$ cat config.mk
export PLATFORM = sky130hd
export DESIGN_NAME = ctm_compact_timer
export DESIGN_NICKNAME = d
export VERILOG_FILES = /design/src/hw/ctm_pkg.sv /design/src/hw/ctm_compact_timer.sv
export SDC_FILE = /design/constraint.sdc
export NUM_CORES = 1
export LEC_CHECK = 0
export BUFFER_PORTS_ARGS = -buffer_cell sky130_fd_sc_hd__buf_2
export CAP_MARGIN = 10
export CORE_MARGIN = 4
export CORE_UTILIZATION = 54
export DETAILED_ROUTE_END_ITERATION = 6
export MAX_ROUTING_LAYER = met4
export PLACE_DENSITY_LB_ADDON = 0.2
export SLEW_MARGIN = 20
export SYNTH_ARGS = -nofsm -noshare
export SYNTH_HDL_FRONTEND = slang
export SYNTH_SLANG_ARGS = --single-unit
$ cat constraint.sdc
create_clock -name clk_i -period 3 [get_ports clk_i]
set_input_delay 0.3 -clock clk_i [delete_from_list [all_inputs] [get_ports clk_i]]
set_output_delay 0.3 -clock clk_i [all_outputs]
set_load 0.02 [all_outputs]
$ cat src/hw/ctm_pkg.sv
// package for the compact timer: register map, field positions, modes
// assumes a 32-bit apb master and one 40 mhz clock
package ctm_pkg;
    // ------------------------------------------------------------------
    // register byte addresses
    // ------------------------------------------------------------------
    localparam logic [7:0] CTM_ADDR_CONTROL_ZERO = 8'h00;
    localparam logic [7:0] CTM_ADDR_CONTROL_ONE  = 8'h04;
    localparam logic [7:0] CTM_ADDR_COUNT_LOW    = 8'h08;
    localparam logic [7:0] CTM_ADDR_COUNT_HIGH   = 8'h0C;
    localparam logic [7:0] CTM_ADDR_CMPA_LOW     = 8'h10;
    localparam logic [7:0] CTM_ADDR_CMPA_HIGH    = 8'h14;

    // ------------------------------------------------------------------
    // control zero fields
    // ------------------------------------------------------------------
    localparam int CTM_C0_PAUSE_BIT  = 7;
    localparam int CTM_C0_CLKSEL_LSB = 4;
    localparam int CTM_C0_RUN_BIT    = 3;
    localparam int CTM_C0_PERIOD_LSB = 0;

    // ------------------------------------------------------------------
    // control one fields
    // ------------------------------------------------------------------
    localparam int CTM_C1_MODE_LSB   = 6;
    localparam int CTM_C1_PINFN_LSB  = 4;
    localparam int CTM_C1_INIT_BIT   = 3;
    localparam int CTM_C1_POL_BIT    = 2;
    localparam int CTM_C1_DUPLEX_BIT = 1;
    localparam int CTM_C1_CLRSEL_BIT = 0;

    // ------------------------------------------------------------------
    // reset values and prescaler lengths
    // ------------------------------------------------------------------
    localparam logic [7:0] CTM_CONTROL_RESET = 8'h00;
    localparam logic [5:0] CTM_DIV_SYS       = 6'h03;
    localparam logic [5:0] CTM_DIV_HIGH_16   = 6'h0F;
    localparam logic [5:0] CTM_DIV_HIGH_64   = 6'h3F;

    typedef enum logic [1:0] {
        CTM_MODE_COMPARE = 2'b00,
        CTM_MODE_UNDEF   = 2'b01,
        CTM_MODE_PWM     = 2'b10,
        CTM_MODE_TIMER   = 2'b11
    } ctm_mode_t;
endpackage

$ cat src/hw/ctm_compact_timer.sv
// compact 10-bit timer: counter, two comparators, output pin pair, apb slave
// assumes timer clock sources arrive as one-cycle enables on clk_i
//
// The APB interface to the registers and the placing of the registers were chosen for this implementation.
`timescale 1ns/10ps
module ctm_compact_timer
    import ctm_pkg::*;
#(
    parameter int COUNT_WIDTH = 10
) (
    // clock and reset
    input  wire logic        clk_i,
    input  wire logic        reset_n_i,
    // apb slave
    input  wire logic        psel_i,
    input  wire logic        penable_i,
    input  wire logic        pwrite_i,
    input  wire logic [7:0]  paddr_i,
    input  wire logic [31:0] pwdata_i,
    output logic      [31:0] prdata_o,
    output logic             pready_o,
    output logic             pslverr_o,
    // timer clock sources as enables
    input  wire logic        high_clock_tick_i,
    input  wire logic        sub_clock_tick_i,
    // interrupt requests and pins
    output logic             match_a_irq_o,
    output logic             match_p_irq_o,
    output logic             timer_out_true_o,
    output logic             timer_out_inverted_o
);
    // ------------------------------------------------------------------
    // registers
    // ------------------------------------------------------------------
    logic [7:0]             timer_control_zero;
    logic [7:0]             timer_control_one;
    logic [COUNT_WIDTH-1:0] compare_a_value;
    logic [COUNT_WIDTH-1:0] count;
    logic [7:0]             hold_buffer;
    logic                   run_q;
    logic                   out_level;
    logic [5:0]             sys_div;
    logic [5:0]             high_div;

    // ------------------------------------------------------------------
    // field decode
    // ------------------------------------------------------------------
    wire logic       counter_pause        = timer_control_zero[CTM_C0_PAUSE_BIT];
    wire logic [2:0] counter_clock_select = timer_control_zero[CTM_C0_CLKSEL_LSB +: 3];
    wire logic       timer_run_enable     = timer_control_zero[CTM_C0_RUN_BIT];
    wire logic [2:0] period_compare_value = timer_control_zero[CTM_C0_PERIOD_LSB +: 3];
    wire ctm_mode_t  operating_mode_select = ctm_mode_t'(timer_control_one[CTM_C1_MODE_LSB +: 2]);
    wire logic [1:0] pin_function         = timer_control_one[CTM_C1_PINFN_LSB +: 2];
    wire logic       init_level           = timer_control_one[CTM_C1_INIT_BIT];
    wire logic       polarity_invert      = timer_control_one[CTM_C1_POL_BIT];
    wire logic       duty_on_period_p     = timer_control_one[CTM_C1_DUPLEX_BIT];
    wire logic       clear_on_a           = timer_control_one[CTM_C1_CLRSEL_BIT];

    // ------------------------------------------------------------------
    // apb decode
    // ------------------------------------------------------------------
    wire logic access_phase = psel_i && penable_i;
    wire logic wr_en        = access_phase && pwrite_i;
    wire logic rd_en        = access_phase && !pwrite_i;
    wire logic hit_c0       = paddr_i == CTM_ADDR_CONTROL_ZERO;
    wire logic hit_c1       = paddr_i == CTM_ADDR_CONTROL_ONE;
    wire logic hit_dl       = paddr_i == CTM_ADDR_COUNT_LOW;
    wire logic hit_dh       = paddr_i == CTM_ADDR_COUNT_HIGH;
    wire logic hit_al       = paddr_i == CTM_ADDR_CMPA_LOW;
    wire logic hit_ah       = paddr_i == CTM_ADDR_CMPA_HIGH;
    wire logic mapped       = hit_c0 | hit_c1 | hit_dl | hit_dh | hit_al | hit_ah;

    assign pready_o  = 1'b1;
    assign pslverr_o = access_phase && !mapped;

    // ------------------------------------------------------------------
    // timer clock enable
    // ------------------------------------------------------------------
    // prescalers free-run so a source switch never waits a full divide
    wire logic sys_tick  = sys_div == CTM_DIV_SYS;
    wire logic high_16   = high_clock_tick_i && (high_div[3:0] == CTM_DIV_HIGH_16[3:0]);
    wire logic high_64   = high_clock_tick_i && (high_div == CTM_DIV_HIGH_64);
    logic timer_tick;
    always_comb begin
        case (counter_clock_select)
            3'h0:    timer_tick = sys_tick;
            3'h1:    timer_tick = 1'b1;
            3'h2:    timer_tick = high_16;
            3'h3:    timer_tick = high_64;
            3'h4,
            3'h5:    timer_tick = sub_clock_tick_i;
            default: timer_tick = 1'b0; // reserved codes stop the counter
        endcase
    end

    // ------------------------------------------------------------------
    // comparators and clear
    // ------------------------------------------------------------------
    wire logic run_rise  = timer_run_enable && !run_q;
    wire logic counting  = timer_run_enable && !counter_pause && timer_tick;
    wire logic match_a   = counting && (count == compare_a_value);
    wire logic match_p   = counting && (count[COUNT_WIDTH-1 -: 3] == period_compare_value) &&
                           (period_compare_value != 3'h0);
    wire logic overflow  = counting && (&count);
    // zero period compares as overflow: 1024 clocks
    wire logic event_p   = match_p || (overflow && period_compare_value == 3'h0);
    wire logic pwm_mode  = operating_mode_select == CTM_MODE_PWM;
    // pwm uses the period comparator named by the duplex bit
    wire logic clear_sel = pwm_mode ? (duty_on_period_p ? match_a : event_p)
                                    : (clear_on_a ? match_a : event_p);
    wire logic clear_cnt = clear_sel || overflow;
    wire logic duty_hit  = duty_on_period_p ? event_p : match_a;

    // ------------------------------------------------------------------
    // output pin logic
    // ------------------------------------------------------------------
    logic next_out_level;
    always_comb begin
        next_out_level = out_level;
        if (run_rise) begin
            next_out_level = pwm_mode ? !init_level : init_level;
        end else begin
            case (operating_mode_select)
                CTM_MODE_COMPARE: begin
                    if (match_a) begin
                        case (pin_function)
                            2'h1:    next_out_level = 1'b0;
                            2'h2:    next_out_level = 1'b1;
                            2'h3:    next_out_level = !out_level;
                            default: next_out_level = out_level;
                        endcase
                    end
                end
                CTM_MODE_PWM: begin
                    case (pin_function)
                        2'h0:    next_out_level = !init_level;
                        2'h1:    next_out_level = init_level;
                        2'h2: begin
                            if (clear_cnt) begin
                                next_out_level = init_level;
                            end else if (duty_hit) begin
                                next_out_level = !init_level;
                            end
                        end
                        default: next_out_level = out_level;
                    endcase
                end
                default: next_out_level = out_level;
            endcase
        end
    end

    // ------------------------------------------------------------------
    // read mux
    // ------------------------------------------------------------------
    // high byte of a counter-wide pair, spare bits read as zero
    function automatic logic [7:0] high_byte(input logic [COUNT_WIDTH-1:0] value);
        return {6'h00, value[COUNT_WIDTH-1 -: 2]};
    endfunction

    logic [7:0] read_byte;
    always_comb begin
        case (1'b1)
            hit_c0:  read_byte = timer_control_zero;
            hit_c1:  read_byte = timer_control_one;
            hit_dl,
            hit_al:  read_byte = hold_buffer;
            hit_dh:  read_byte = high_byte(count);
            hit_ah:  read_byte = high_byte(compare_a_value);
            default: read_byte = 8'h00;
        endcase
    end

    // ------------------------------------------------------------------
    // next-state values
    // ------------------------------------------------------------------
    wire logic [5:0]             next_sys_div      = sys_tick ? 6'h00 : 6'(sys_div + 6'h01);
    wire logic [5:0]             next_high_div     = high_clock_tick_i ? 6'(high_div + 6'h01) : high_div;
    wire logic [7:0]             next_control_zero = (wr_en && hit_c0) ? pwdata_i[7:0] : timer_control_zero;
    wire logic [7:0]             next_control_one  = (wr_en && hit_c1) ? pwdata_i[7:0] : timer_control_one;

    // software keeps the access order; a wrong order reads a stale buffer
    wire logic [7:0]             next_hold_buffer  =
        (wr_en && hit_al) ? pwdata_i[7:0] :
        (wr_en && hit_ah) ? hold_buffer :
        (rd_en && hit_dh) ? count[7:0] :
        (rd_en && hit_ah) ? compare_a_value[7:0] :
                            hold_buffer;

    // high write and buffer transfer land in one edge
    wire logic [COUNT_WIDTH-1:0] next_compare_a    =
        (wr_en && hit_ah) ? COUNT_WIDTH'({pwdata_i[1:0], hold_buffer}) :
                            compare_a_value;

    // run rising wins over every other count change
    wire logic [COUNT_WIDTH-1:0] next_count        =
        run_rise  ? '0 :
        clear_cnt ? '0 :
        counting  ? COUNT_WIDTH'(count + 1'b1) :
                    count;

    wire logic                   next_pin_level    = next_out_level ^ polarity_invert;
    wire logic [31:0]            next_prdata       = {24'h00_0000, read_byte};

    // ------------------------------------------------------------------
    // prescalers
    // ------------------------------------------------------------------
    always_ff @(posedge clk_i or negedge reset_n_i) begin
        if (!reset_n_i) begin
            sys_div <= 6'h00;
        end else begin
            sys_div <= next_sys_div;
        end
    end

    always_ff @(posedge clk_i or negedge reset_n_i) begin
        if (!reset_n_i) begin
            high_div <= 6'h00;
        end else begin
            high_div <= next_high_div;
        end
    end

    // ------------------------------------------------------------------
    // control registers
    // ------------------------------------------------------------------
    always_ff @(posedge clk_i or negedge reset_n_i) begin
        if (!reset_n_i) begin
            timer_control_zero <= CTM_CONTROL_RESET;
        end else begin
            timer_control_zero <= next_control_zero;
        end
    end

    always_ff @(posedge clk_i or negedge reset_n_i) begin
        if (!reset_n_i) begin
            timer_control_one <= CTM_CONTROL_RESET;
        end else begin
            timer_control_one <= next_control_one;
        end
    end

    // ------------------------------------------------------------------
    // shared buffer and compare a
    // ------------------------------------------------------------------
    always_ff @(posedge clk_i or negedge reset_n_i) begin
        if (!reset_n_i) begin
            hold_buffer <= 8'h00;
        end else begin
            hold_buffer <= next_hold_buffer;
        end
    end

    always_ff @(posedge clk_i or negedge reset_n_i) begin
        if (!reset_n_i) begin
            compare_a_value <= '0;
        end else begin
            compare_a_value <= next_compare_a;
        end
    end

    // ------------------------------------------------------------------
    // counter and run edge
    // ------------------------------------------------------------------
    always_ff @(posedge clk_i or negedge reset_n_i) begin
        if (!reset_n_i) begin
            run_q <= 1'b0;
        end else begin
            run_q <= timer_run_enable;
        end
    end

    always_ff @(posedge clk_i or negedge reset_n_i) begin
        if (!reset_n_i) begin
            count <= '0;
        end else begin
            count <= next_count;
        end
    end

    always_ff @(posedge clk_i or negedge reset_n_i) begin
        if (!reset_n_i) begin
            out_level <= 1'b0;
        end else begin
            out_level <= next_out_level;
        end
    end

    // ------------------------------------------------------------------
    // registered outputs
    // ------------------------------------------------------------------
    always_ff @(posedge clk_i or negedge reset_n_i) begin
        if (!reset_n_i) begin
            match_a_irq_o <= 1'b0;
        end else begin
            match_a_irq_o <= match_a;
        end
    end

    always_ff @(posedge clk_i or negedge reset_n_i) begin
        if (!reset_n_i) begin
            match_p_irq_o <= 1'b0;
        end else begin
            match_p_irq_o <= event_p;
        end
    end

    // both pins share one source so they never disagree
    always_ff @(posedge clk_i or negedge reset_n_i) begin
        if (!reset_n_i) begin
            timer_out_true_o <= 1'b0;
        end else begin
            timer_out_true_o <= next_pin_level;
        end
    end

    always_ff @(posedge clk_i or negedge reset_n_i) begin
        if (!reset_n_i) begin
            timer_out_inverted_o <= 1'b1;
        end else begin
            timer_out_inverted_o <= !next_pin_level;
        end
    end

    // read data follows the setup-phase address, ready in the access phase
    always_ff @(posedge clk_i or negedge reset_n_i) begin
        if (!reset_n_i) begin
            prdata_o <= 32'h0000_0000;
        end else begin
            prdata_o <= next_prdata;
        end
    end
endmodule

Word level (Yosys, flattened, before mapping)

Index checks and enable logic that the tools add are counted.
W data, S select, Z words.

Register bits: 70
Bits of input ports: 47
Output and inout bits: 38
Logic and storage cells: 110

$add $sub $neg: 3
Eq/ne operators: 20
Multiplexer cells: 26
Bitwise operators: 6
Reduce and logical (&&, ||, !) cells: 41

Operator list:

| kind                    | number |
|---|---|
| $mux W8                 | 7 |
| $mux W10                | 3 |
| $logic_and A1 B1 Y1     | 20 |
| $eq A8 B4 Y1 const B    | 2 |
| $eq A8 B5 Y1 const B    | 2 |
| $add A6 B1 Y6 const B   | 2 |
| $add A10 B1 Y10 const B | 1 |
| $eq A10 B10 Y1          | 1 |
| $reduce_and A10 Y1      | 1 |
| $mux W1                 | 9 |
| $reduce_bool A3 Y1      | 3 |
| $eq A8 B3 Y1 const B    | 1 |
| $logic_not A8 Y1        | 1 |
| $logic_not A1 Y1        | 7 |
| $eq A2 B2 Y1 const B    | 3 |
| $eq A3 B2 Y1 const B    | 2 |
| $eq A3 B3 Y1 const B    | 2 |
| $eq A6 B2 Y1 const B    | 1 |
| $eq A6 B6 Y1 const B    | 1 |
| $logic_not A3 Y1        | 2 |
| $mux W6                 | 1 |
| $pmux W1 S3             | 2 |
| $or A1 B1 Y1            | 5 |
| $pmux W1 S5             | 1 |
| other kinds (12)        | 16 |

Depth between registers and ports, before layout

Gate-level depths: netlist (run 1).

Depth in word-level cells: 16
Gate-level depth with buffers: 8
Depth with buffers taken out: 8

Worst setup path before layout (run 1)

Ideal clock, no wire load.

Path type: input -> register
From: input paddr_i[0]
To: register hold_buffer[0]
Library setup time: 0.125 ns
Data arrival time: 2.106 ns
Data required time: 2.875 ns
Slack: 0.769 ns
Stages on the path: 5
Buffers on the path: 0
Cell sequence: or4_4 nor4b_4 nand3b_1 a21oi_4 mux2_2

Cells in the longest elaborated chain, start to end: 5
Elaborated cells on any way between the ends: 13
Those cells by class: eq/ne (4); mux (3); reduce/logical (6)

RTL lines:

| item                   | RTL line                 | text |
|---|---|---|
| start: declaration     | ctm_compact_timer.sv:18  | `input wire logic [7:0] paddr_i,` |
| $eq A8 B4 Y1           | ctm_compact_timer.sv:68  | `wire logic hit_dh = paddr_i == CTM_ADDR_COUNT_HIGH;` |
| $logic_and A1 B1 Y1    | ctm_compact_timer.sv:186 | `(rd_en && hit_dh) ? count[7:0] :` |
| $mux W8                | ctm_compact_timer.sv:186 |  |
| $mux W8                | ctm_compact_timer.sv:185 | `(wr_en && hit_ah) ? hold_buffer :` |
| $mux W8                | ctm_compact_timer.sv:184 | `(wr_en && hit_al) ? pwdata_i[7:0] :` |
| end signal: assignment | ctm_compact_timer.sv:250 | `hold_buffer <= next_hold_buffer;` |
| end: declaration       | ctm_compact_timer.sv:39  | `logic [7:0] hold_buffer;` |

Parallel ways exist; a longest one is shown, timed or not. The select of a mux whose other input is x is not followed.
A chain may end at the register's enable or synchronous reset.

Worst setup path after layout (run 1)

From: register count[7]
To: register timer_out_true_o

Cells in the longest elaborated chain, start to end: 12
Elaborated cells on any way between the ends: 21
Those cells by class: eq/ne (2); mux (10); bitwise (1); reduce/logical (8)

RTL lines:

| item                                               | RTL line                                           | text |
|---|---|---|
| start: declaration                                 | ctm_compact_timer.sv:38                            | `logic [COUNT_WIDTH-1:0] count;` |
| start signal: assignment                           | ctm_compact_timer.sv:277                           | `count <= next_count;` |
| $reduce_and A10 Y1 or $eq A3 B3 Y1 (tied branches) | ctm_compact_timer.sv:104, ctm_compact_timer.sv:102 |  |
| $logic_and A1 B1 Y1 (on tied branches)             | ctm_compact_timer.sv:104, ctm_compact_timer.sv:102 |  |
| $logic_and A1 B1 Y1 (on tied branches)             | ctm_compact_timer.sv:106, ctm_compact_timer.sv:102 |  |
| $logic_or A1 B1 Y1                                 | ctm_compact_timer.sv:106                           | `wire logic event_p = match_p \|\| (overflow && period_compare_value == 3'h0);` |
| $mux W1 (on tied branches)                         | ctm_compact_timer.sv:110, ctm_compact_timer.sv:109 |  |
| $mux W1                                            | ctm_compact_timer.sv:109                           | `wire logic clear_sel = pwm_mode ? (duty_on_period_p ? match_a : event_p)` |
| $logic_or A1 B1 Y1                                 | ctm_compact_timer.sv:111                           | `wire logic clear_cnt = clear_sel \|\| overflow;` |
| $mux W1                                            | ctm_compact_timer.sv:139                           | `if (clear_cnt) begin` |
| $pmux W1 S3                                        | ctm_compact_timer.sv:135                           | `case (pin_function)` |
| $pmux W1 S2 (*)                                    | ctm_compact_timer.sv:123                           | `case (operating_mode_select)` |
| $mux W1 (*)                                        | ctm_compact_timer.sv:120                           | `if (run_rise) begin` |
| net next_out_level                                 | ctm_compact_timer.sv:117                           | `logic next_out_level;` |
| $xor A1 B1 Y1 (*)                                  | ctm_compact_timer.sv:202                           | `wire logic next_pin_level = next_out_level ^ polarity_invert;` |
| net next_pin_level                                 | ctm_compact_timer.sv:202                           |  |
| end signal: assignment                             | ctm_compact_timer.sv:313                           | `timer_out_true_o <= next_pin_level;` |
| end: declaration                                   | ctm_compact_timer.sv:29                            | `output logic timer_out_true_o,` |

The timed path passes the listed nets; every way through them passes the cells marked *.

==> results.cfg, run 1 <==
[drt]
drc_errors = 3
drt_wl_total_microns = 7800
wire_per_inst_microns = 16.7
drtAntennaViolNets = 0
num_vias = 2656
viasPerCell = 5.69
drt_pass1_iterations = 7
drt_iter0_drc = 130

[critical_path]
worst_path_dominant_cell_family = compound AO/OA/AOI/OAI gates
worstRegToRegCells = 7
type_of_origin_of_the_critical_path = flip-flop
cp.arrival_ns = 2.72
worst_setup_path_end_kind = flip-flop
crit_path_cell_trace = xor2_1, nor4_1, nand3_1, o2111a_1, o311ai_1, o221ai_2, xor2_1
cp_slowest_stage_delay_ns = 0.51
worstReg2RegStart = count[7]$_DFFE_PN0P_
buffers_plus_inverters_on_the_worst_setup_path = 0
crit_required_ns = 3.22
crit_path_top_delay_cell = sky130_fd_sc_hd__dfrtp_1
crit_path_max_fanout = 7
cell_repeated_most_along_the_worst_path = sky130_fd_sc_hd__xor2_1
timing.reg2reg.setup_slack_ns = 0.50
setup.worst_path.class = flip-flop to flip-flop
critical_path.reg2reg.endpoint = timer_out_true_o$_DFF_PN0_

[clock_tree]
cts-buffers-inserted = 9
clkSinkCount = 70
count_of_instances_resized_after_the_clock_tree_is_built = 0
htree_levels = 3
ctsLongestPathBuffers = 2
postCtsHoldBufs = 0
tritoncts = yes
path_clk_slew_ns = 0.09
post_cts.repair.setup_buffers = 0
cts_root_buffer = sky130_fd_sc_hd__clkbuf_8
later_pin_clock_latency_in_the_skew_report_ns = 0.36

[yosys]
synth_compound_area_share_pct = 9.17
synthesis.yosys.warnings = 0
syn-cell-area_sq_mm = 0.00374
post_synth_xor_area_fraction_pct = 7.73
synthSimpleGateAreaFrac_pct = 14.3
synth.mux.area_fraction_pct = 12.9
syn_inst = 342
synth_seq_area_share_pct = 46.9
avgSynthCellArea_sq_um = 10.9
synth_top_family_by_area = simple AND/OR/NAND/NOR gates
synth.ff_latch_count = 70
distinct_cell_type_count_after_synthesis = 55
synth-edff-count = 0
share_of_synthesized_cell_area_in_full_adder_half_adder_and_majority_cells_pct = 1.00
async_flop_share_pct = 100
ys_dominant_reg_cell = sky130_fd_sc_hd__dfrtp_1

[sta]
final.setup_skew_ns = 0.0143
max_freq_ghz = 0.399
worst-slew-pin-transition_ns = 0.907
hold_viol = 0
final.min_clock_period_ns = 2.50
layout_setup_ws_ns = 0.495
max_slew_margin_pct = 39.6
setup_repair_after_global_routing_missed_its_margin = false
final_report_max_slew_violation_count = 0
finalCritPeriodShare_pct = 83.5
fin_setup_tns_ns = 0
finalSetupViolations = 0

[place]
hpwlAfterDp_microns = 5770
placement.io_buffers = 35
place_congestion = 0.911
placement.setup.worst_slack_ns = 0.440
place_area_sq_mm = 0.00392

[cells_and_area]
stdcell_area_sq_mm = 0.00410
flow.area_growth_from_synthesis_pct = 9.74
nNetsFinal = 432
antennaDiodeCount = 0
most-common-layout-cells = sky130_fd_sc_hd__dfrtp_1, sky130_fd_sc_hd__mux2_2, sky130_fd_sc_hd__buf_2, sky130_fd_sc_hd__conb_1, sky130_fd_sc_hd__nand2_1
drive_gt1_share_pct = 27.6
commonest_non_fill_non_tap_cell_in_the_layout = sky130_fd_sc_hd__dfrtp_1
fillerInstances = 593

[global_route]
grt_max_degree = 42
gr-usage-all-layers_pct = 20.3
globalRouteOverflowTotal = 0
global_route_wire_length_before_repair_microns = 12900
antenna_found_initial = 0
grt_pass1_vias = 2571

[die]
floorplan.initialDensity_pct = 55.4
design.die.area_sq_mm = 0.00832
core_ar_sq_mm = 0.00676
die_height_microns = 91.2
std_cell_rows = 30
ios = 85
dieWidth_microns = 91.2

[power_and_ir_drop]
total_leakage_power_nw = 2.07
vdd_ir_max_uv = 228
p_per_area_mw_per_mm2 = 507

[outcome]
outcome = complete, but fails checks
violations = DRC

[min_path]
timing.hold.worst.class = primary input to async pin

[job]
timing.max_cap.violations = 0
-- logic make-up after synthesis --
logic type               count (synthesis)
AO/OA/AOI/OAI                           44
XOR/XNOR                                33
adder cells (fa/ha/maj)                  3
buffers and inverters                   50
flip-flops                              70
multiplexers                            44
other                                    2
AND/OR/NAND/NOR                         96
-- per-layer routing --
layer  routed length (microns)  vias up  global-route usage (%)
met5                         0        -                       -
met4                       197        0                    9.05
met3                       432       17                    3.65
met2                      3610       86                    30.5
met1                      3560     1309                    27.1
li1                          -     1244                       -
-- final cells by class --
class / count / area (sq um) / area share, %
multi-input combinational: 245 / 1780 / 43.4
sequential: 70 / 1750 / 42.7
timing repair buffer: 43 / 235 / 5.73
clock buffer: 9 / 124 / 3.02
tap: 80 / 100 / 2.44
clock inverter: 7 / 62.6 / 1.52
inverter: 13 / 48.8 / 1.19
-- synth_stat cells (2+ instances only) --
cell / instances / area, sq um
sky130_fd_sc_hd__a21oi_1: 5 / 25.0
sky130_fd_sc_hd__a222oi_1: 8 / 80.1
sky130_fd_sc_hd__a22o_1: 2 / 17.5
sky130_fd_sc_hd__a31oi_1: 2 / 12.5
sky130_fd_sc_hd__and3_1: 3 / 18.8
sky130_fd_sc_hd__buf_2: 3 / 15.0
sky130_fd_sc_hd__buf_4: 27 / 203
sky130_fd_sc_hd__clkbuf_1: 7 / 26.3
sky130_fd_sc_hd__conb_1: 2 / 7.51
sky130_fd_sc_hd__dfrtp_1: 69 / 1730
sky130_fd_sc_hd__ha_1: 3 / 37.5
sky130_fd_sc_hd__inv_1: 13 / 48.8
sky130_fd_sc_hd__mux2_2: 35 / 394
sky130_fd_sc_hd__mux2i_1: 9 / 90.1
sky130_fd_sc_hd__nand2_1: 24 / 90.1
sky130_fd_sc_hd__nand2_2: 2 / 12.5
sky130_fd_sc_hd__nand2b_1: 6 / 37.5
sky130_fd_sc_hd__nand3_1: 8 / 40.0
sky130_fd_sc_hd__nand4_1: 6 / 37.5
sky130_fd_sc_hd__nor2_1: 17 / 63.8
sky130_fd_sc_hd__nor2b_1: 2 / 12.5
sky130_fd_sc_hd__nor3_1: 7 / 35.0
sky130_fd_sc_hd__nor4_1: 5 / 31.3
sky130_fd_sc_hd__o21ai_0: 10 / 50.1
sky130_fd_sc_hd__o21ai_1: 3 / 15.0
sky130_fd_sc_hd__or3_1: 4 / 25.0
sky130_fd_sc_hd__xnor2_1: 12 / 105
sky130_fd_sc_hd__xor2_1: 21 / 184
-- metrics by stage --
stage	util [%]	std cells	hold WS (ns)	power, W
after floorplan	-	365	0.00441	0.00130
after global placement	58.0	451	0.450	0.00136
after detailed placement	58.0	451	0.448	0.00138
after CTS	60.7	467	0.0988	0.00210
after global routing	60.7	467	0.131	0.00218
final	60.7	467	0.0770	0.00208
-- worst max path at each step --
stage | cells past startpoint | endpoint | from | slack, ns
after detailed placement | 6 | hold_buffer[4]$_DFFE_PN0P_ | paddr_i[0] | 0.44
after CTS | 7 | timer_out_true_o$_DFF_PN0_ | count[7]$_DFFE_PN0P_ | 0.52
after floorplan | 5 | hold_buffer[0]$_DFFE_PN0P_ | paddr_i[0] | 0.77
after global routing | 7 | timer_out_true_o$_DFF_PN0_ | count[7]$_DFFE_PN0P_ | 0.37
after global placement | 6 | hold_buffer[0]$_DFFE_PN0P_ | paddr_i[0] | 0.48
final | 7 | timer_out_true_o$_DFF_PN0_ | count[7]$_DFFE_PN0P_ | 0.50
-- report_power, final --
group	switching [W]	internal, W	leakage [nW]	total [W]
registers	0.0000686	0.00102	0.948	0.00109
logic	0.000161	0.000109	1.03	0.000270
clock network	0.000403	0.000318	0.0931	0.000721
-- state kept, by name (all words and copies together) (netlist names) --
name and flops:
count 10, timer_out_true_o 1, hold_buffer 8, out_level 1, match_a_irq_o 1, sys_div 6
compare_a_value 10, timer_out_inverted_o 1, timer_control_zero 8, timer_control_one 8, high_div 6, prdata_o 8
run_q 1, match_p_irq_o 1
No activity file was read; power rests on OpenSTA's default activity.
==> inputs of run 2 (changes only) <==
==> constraint.sdc (replaced) <==
create_clock -name clk_i -period 2.4 [get_ports clk_i]
set_input_delay 0.24 -clock clk_i [delete_from_list [all_inputs] [get_ports clk_i]]
set_output_delay 0.24 -clock clk_i [all_outputs]
set_load 0.02 [all_outputs]
==> run 2 against run 1 <==
  * The run now ends clean
  * First-iteration DRC count up 28%
  * Non-clock buffer count up 16
  * Wire length up 3.3%
  * Combinational power up 35%
  * Die area unchanged
  * Count of clock-buffer cells in the layout up 2
  * Critical path depth up 2
  * Flip-flop and latch count unchanged
  * Fmax up 10%
  * Sequential power up 25%
  * Clock power up 64%
==> results.cfg, run 2 (synthesis gave the netlist of run 1 again) <==
[power_and_ir_drop]
power.total_w = 0.00290
share_seq_of_total_power_pct = 46.8
fraction_of_power_spent_switching_nets_pct = 25.9
total_leakage_power_nw = 2.18
power_frac_clock_pct = 40.6
power.share.combinational_pct = 12.6
vdd_ir_max_uv = 372
internal-power_w = 0.00215
p_per_area_mw_per_mm2 = 667
power.switching_w = 0.000750

[clock_tree]
cts_root_buffer = sky130_fd_sc_hd__clkbuf_8
later_pin_clock_latency_in_the_skew_report_ns = 0.35
cts-buffers-inserted = 9
path_clk_slew_ns = 0.08
clkSinkCount = 70
htree_levels = 3
tritoncts = yes
ctsLongestPathBuffers = 2

[drt]
drt_wl_total_microns = 8050
drt_pass1_iterations = 4
drc_errors = 0
num_vias = 2706
drtAntennaViolNets = 0
viasPerCell = 5.60
wire_per_inst_microns = 16.7
drt_iter0_drc = 167

[critical_path]
crit_path_max_fanout = 5
setup.worst_path.class = flip-flop to flip-flop
worst_path_dominant_cell_family = compound AO/OA/AOI/OAI gates
cp_slowest_stage_delay_ns = 0.43
cp.arrival_ns = 2.55
type_of_origin_of_the_critical_path = flip-flop
worst_setup_path_end_kind = flip-flop
buffers_plus_inverters_on_the_worst_setup_path = 1
crit_path_cell_trace = ha_4, nand2b_1, o41ai_4, nand3_1, buf_4, o31ai_2, a21oi_1, o221ai_2, xor2_1
crit_required_ns = 2.68
crit_path_top_delay_cell = sky130_fd_sc_hd__dfrtp_1

[sta]
fin_setup_tns_ns = 0
finalSetupViolations = 0
hold_viol = 0
final.setup_skew_ns = 0.00812
max_freq_ghz = 0.440
final.min_clock_period_ns = 2.27
final_report_max_slew_violation_count = 0
finalCritPeriodShare_pct = 94.8

[min_path]
timing.hold.worst.class = primary input to flip-flop

[global_route]
gr-usage-all-layers_pct = 20.5
grt_pass1_vias = 2621
global_route_wire_length_before_repair_microns = 13100
globalRouteOverflowTotal = 0
antenna_found_initial = 0
grt_max_degree = 30

[die]
die_height_microns = 91.2
std_cell_rows = 30
design.die.area_sq_mm = 0.00832
dieWidth_microns = 91.2
ios = 85
floorplan.initialDensity_pct = 55.4
core_ar_sq_mm = 0.00676

[place]
dpl.cell_count = 464
placement.io_buffers = 35
hpwlAfterDp_microns = 5880
place_congestion = 0.908

[cells_and_area]
nNetsFinal = 448
most-common-layout-cells = sky130_fd_sc_hd__dfrtp_1, sky130_fd_sc_hd__mux2_2, sky130_fd_sc_hd__buf_2, sky130_fd_sc_hd__conb_1, sky130_fd_sc_hd__nand2_1
commonest_non_fill_non_tap_cell_in_the_layout = sky130_fd_sc_hd__dfrtp_1
final_cells = 483
fillerInstances = 545
ff_latch_area_sq_mm = 0.00175
reg.largest.list = compare_a_value x10, count x10
flow.area_growth_from_synthesis_pct = 16.2
multi_input_gate_area_in_the_final_layout_sq_mm = 0.00183
antennaDiodeCount = 0
drive_gt1_share_pct = 31.3

[job]
timing.max_cap.violations = 0

[outcome]
outcome = complete, no violations
run 2: cell count changes in the layout (fill, tap and decap cells not counted), sizes merged:
cell	previous run	this run
buf	43	58
inv	18	13
bufinv	0	3
clkbuf	9	11
dlygate4sd3	0	1
run 2: layout make-up:
type                            instances  area share, %
Sequential cell                        70           40.3
Clock inverter                          5           2.45
Inverter                               13           1.12
Timing Repair Buffer                   59           8.52
Clock buffer                           11           3.25
Multi-Input combinational cell        245           42.0
Tap cell                               80           2.30
run 2: worst paths after layout:
kind                                                    from  slack (ns)  cells past startpoint                          to
max                                     sys_div[1]$_DFF_PN0_        0.13                      9  timer_out_true_o$_DFF_PN0_
min                                        high_clock_tick_i        0.14                      2     high_div[0]$_DFFE_PN0P_
max reg2reg                             sys_div[1]$_DFF_PN0_        0.13                      9  timer_out_true_o$_DFF_PN0_
min reg2reg                timer_control_zero[3]$_DFFE_PN0P_        0.47                      0             run_q$_DFF_PN0_
max in group asynchronous                          reset_n_i        1.36                      3  hold_buffer[7]$_DFFE_PN0P_
min in group asynchronous                          reset_n_i        0.34                      2        sys_div[2]$_DFF_PN0_
run 2: power groups by stage:
stage / Combinational [W] / Clock, W / Sequential (W)
3_5_place_dp: 0.000355 / 0 / 0.00138
3_3_place_gp: 0.000341 / 0 / 0.00137
2_1_floorplan: 0.000247 / 0 / 0.00138
6_report: 0.000365 / 0.00118 / 0.00136
4_1_cts: 0.000356 / 0.00120 / 0.00135
5_1_grt: 0.000400 / 0.00126 / 0.00137
run 2: repair_timing:
item	CTS	global route
buffers inserted	0	2
endpoints found under the setup margin	0	4
hold buffers	1	0
resized for setup	0	7
endpoints found under the hold margin	14	0
run 2: metal layers:
metal  wire [microns]  track usage [%]  vias to the layer above  part of all wire (%)
li1                 -                -                     1275                     -
met1             3760             28.9                     1327                    47
met2             3660             29.9                       93                    45
met3              521             4.14                       11                   6.5
met4              116             6.78                        0                   1.4
met5                0                -                        -                     0
run 2: stage by stage:
stage / utilization, % / hold WS, ns / setup WS (ns) / cell area (sq um)
2_1_floorplan: - / -0.0556 / 0.229 / 3830
3_3_place_gp: 59.6 / 0.169 / 0.0844 / 4030
3_5_place_dp: 59.6 / 0.173 / 0.0494 / 4030
4_1_cts: 63.4 / 0.126 / 0.0918 / 4290
5_1_grt: 64.3 / 0.145 / -0.0187 / 4350
6_report: 64.3 / 0.143 / 0.125 / 4350
==> inputs of run 3 (changes only) <==
==> constraint.sdc (replaced) <==
create_clock -name clk_i -period 2.5 [get_ports clk_i]
set_input_delay 0.625 -clock clk_i [delete_from_list [all_inputs] [get_ports clk_i]]
set_output_delay 0.625 -clock clk_i [all_outputs]
set_load 0.02 [all_outputs]
==> run 3 against run 2 <==
  * Design area decreased by 1.4%
  * Clock power decreased by 25%
  * Largest power group unchanged
  * Wire length decreased by 3.5%
  * Die area unchanged
  * Largest cell class unchanged
  * Global-route usage increased by 0.42 points
  * Sequential share of layout area increased by 0.59 points
  * Critical path depth decreased by 4
  * Critical path type is now primary input to primary output
==> results.cfg, run 3 (synthesis gave the netlist of run 1 again) <==
[outcome]
outcome = complete, no violations

[sta]
setup_repair_after_global_routing_missed_its_margin = false
finalSetupViolations = 0
final.setup_skew_ns = 0.00647
hold_viol = 0
max_freq_ghz = 0.410
finalCritPeriodShare_pct = 97.5
final.min_clock_period_ns = 2.44
fin_setup_tns_ns = 0
final_report_max_slew_violation_count = 0

[global_route]
grt_util_met3_pct = 3.73
gr-usage-all-layers_pct = 21.0
global_route.usage.met2_pct = 30.2
grt_max_degree = 71
global_route_wire_length_before_repair_microns = 13300
grt_pass1_vias = 2660
antenna_found_initial = 0
grt_max_usage_layer = met2
grt_util_met1_pct = 28.7
globalRouteOverflowTotal = 0

[power_and_ir_drop]
vdd_ir_max_uv = 369
p_per_area_mw_per_mm2 = 588
total_leakage_power_nw = 2.17
power.total_w = 0.00252

[critical_path]
cp_slowest_stage_delay_ns = 0.55
worst_setup_path_end_kind = primary output
crit_path_cell_trace = buf_2, or4_4, nor4b_4, nor3_1, buf_2
worstReg2RegStart = count[9]$_DFFE_PN0P_
crit_path_top_delay_cell = sky130_fd_sc_hd__or4_4
setup.worst_path.class = primary input to primary output
type_of_origin_of_the_critical_path = primary input
worst_path_dominant_cell_family = simple AND/OR/NAND/NOR gates
buffers_plus_inverters_on_the_worst_setup_path = 2
crit_path_max_fanout = 2
cell_repeated_most_along_the_worst_path = sky130_fd_sc_hd__buf_2
cp.arrival_ns = 1.81
crit_required_ns = 1.88
crit_path_start = paddr_i[0]

[drt]
drc_errors = 0
drtAntennaViolNets = 0
wire_per_inst_microns = 16.1
drt_pass1_iterations = 5
drt_wl_total_microns = 7770
viasPerCell = 5.60
drt_iter0_drc = 184
num_vias = 2703

[cells_and_area]
drive_gt1_share_pct = 30.3
fillerInstances = 564
ff_latch_area_sq_mm = 0.00175
commonest_non_fill_non_tap_cell_in_the_layout = sky130_fd_sc_hd__dfrtp_1
flow.area_growth_from_synthesis_pct = 14.5
reg.largest.list = compare_a_value x10, count x10
most-common-layout-cells = sky130_fd_sc_hd__dfrtp_1, sky130_fd_sc_hd__mux2_2, sky130_fd_sc_hd__buf_2, sky130_fd_sc_hd__conb_1, sky130_fd_sc_hd__nand2_1
nNetsFinal = 449
antennaDiodeCount = 0
multi_input_gate_area_in_the_final_layout_sq_mm = 0.00179

[place]
place_congestion = 0.863
hpwlAfterDp_microns = 5810
placement.io_buffers = 35

[die]
dieWidth_microns = 91.2
design.die.area_sq_mm = 0.00832
std_cell_rows = 30
die_height_microns = 91.2
core_ar_sq_mm = 0.00676
ios = 85
floorplan.initialDensity_pct = 55.4

[min_path]
timing.hold.worst.class = primary input to async pin

[job]
timing.max_cap.violations = 0

[clock_tree]
tritoncts = yes
ctsLongestPathBuffers = 2
clkSinkCount = 70
later_pin_clock_latency_in_the_skew_report_ns = 0.34
cts-buffers-inserted = 9
cts_root_buffer = sky130_fd_sc_hd__clkbuf_8
htree_levels = 3
postCtsHoldBufs = 0
path_clk_slew_ns = 0.07
==> run 3: cell count changes in the layout (fill, tap and decap cells not counted), sizes merged <==
cell,change
buf,+2
bufinv,-2
clkinv,+1
dlygate4sd3,-1
==> run 3: worst reg2reg max path, cell delays in order, from the launching register on <==
cell,delay (ns)
sky130_fd_sc_hd__dfrtp_1,0.40
sky130_fd_sc_hd__xor2_1,0.17
sky130_fd_sc_hd__nor4_1,0.40
sky130_fd_sc_hd__nand3_1,0.25
sky130_fd_sc_hd__o2111a_1,0.30
sky130_fd_sc_hd__o311ai_1,0.27
sky130_fd_sc_hd__o221ai_2,0.20
sky130_fd_sc_hd__xor2_1,0.17
==> run 3: timing repair <==
item	4_1_cts	5_1_grt
setup buffers	1	0
pin swaps	1	1
setup endpoints to repair	1	2
gates resized for setup	0	1
==> run 3: area by class of cell <==
cell class | count | area share, %
Clock inverter | 4 | 1.11
Clock buffer | 11 | 3.30
Multi-Input combinational cell | 245 | 41.8
Inverter | 13 | 1.14
Tap cell | 80 | 2.34
Timing Repair Buffer | 60 | 9.35
Sequential cell | 70 | 40.9
==> run 3: worst paths after layout <==
check                                            endpoint  slack [ns]  cells past startpoint
setup / recovery                                pslverr_o        0.06                      5
hold / removal                       sys_div[2]$_DFF_PN0_        0.30                      2
setup reg to reg               timer_out_true_o$_DFF_PN0_        0.21                      7
hold reg to reg                   high_div[5]$_DFFE_PN0P_        0.47                      1
max in group asynchronous  timer_out_inverted_o$_DFF_PN1_        1.89                      2
min in group clk_i                high_div[5]$_DFFE_PN0P_        0.47                      1
==> run 3: through the flow <==
step / hold slack (ns) / std cells / cell area [sq um] / worst slack [ns] / utilization [%]
floorplan: 0.329 / 365 / 3830 / -0.0561 / -
global placement: 0.451 / 467 / 4080 / -0.145 / 60.3
detailed placement: 0.461 / 467 / 4080 / -0.184 / 60.3
CTS: 0.305 / 483 / 4270 / 0.0386 / 63.2
global route: 0.319 / 483 / 4280 / 0.00839 / 63.4
finish: 0.302 / 483 / 4280 / 0.0630 / 63.4
==> run 3: where the power goes <==
part	switching (W)	internal, W
Combinational	0.000196	0.000141
Sequential	0.0000757	0.00122
Clock	0.000405	0.000479
Total	0.000676	0.00184
==> run 3: metal layers <==
metal  routed length [microns]  vias up
met2                      3570       95
met4                       178        0
met5                         0        -
li1                          -     1281
met3                       421       16
met1                      3600     1311
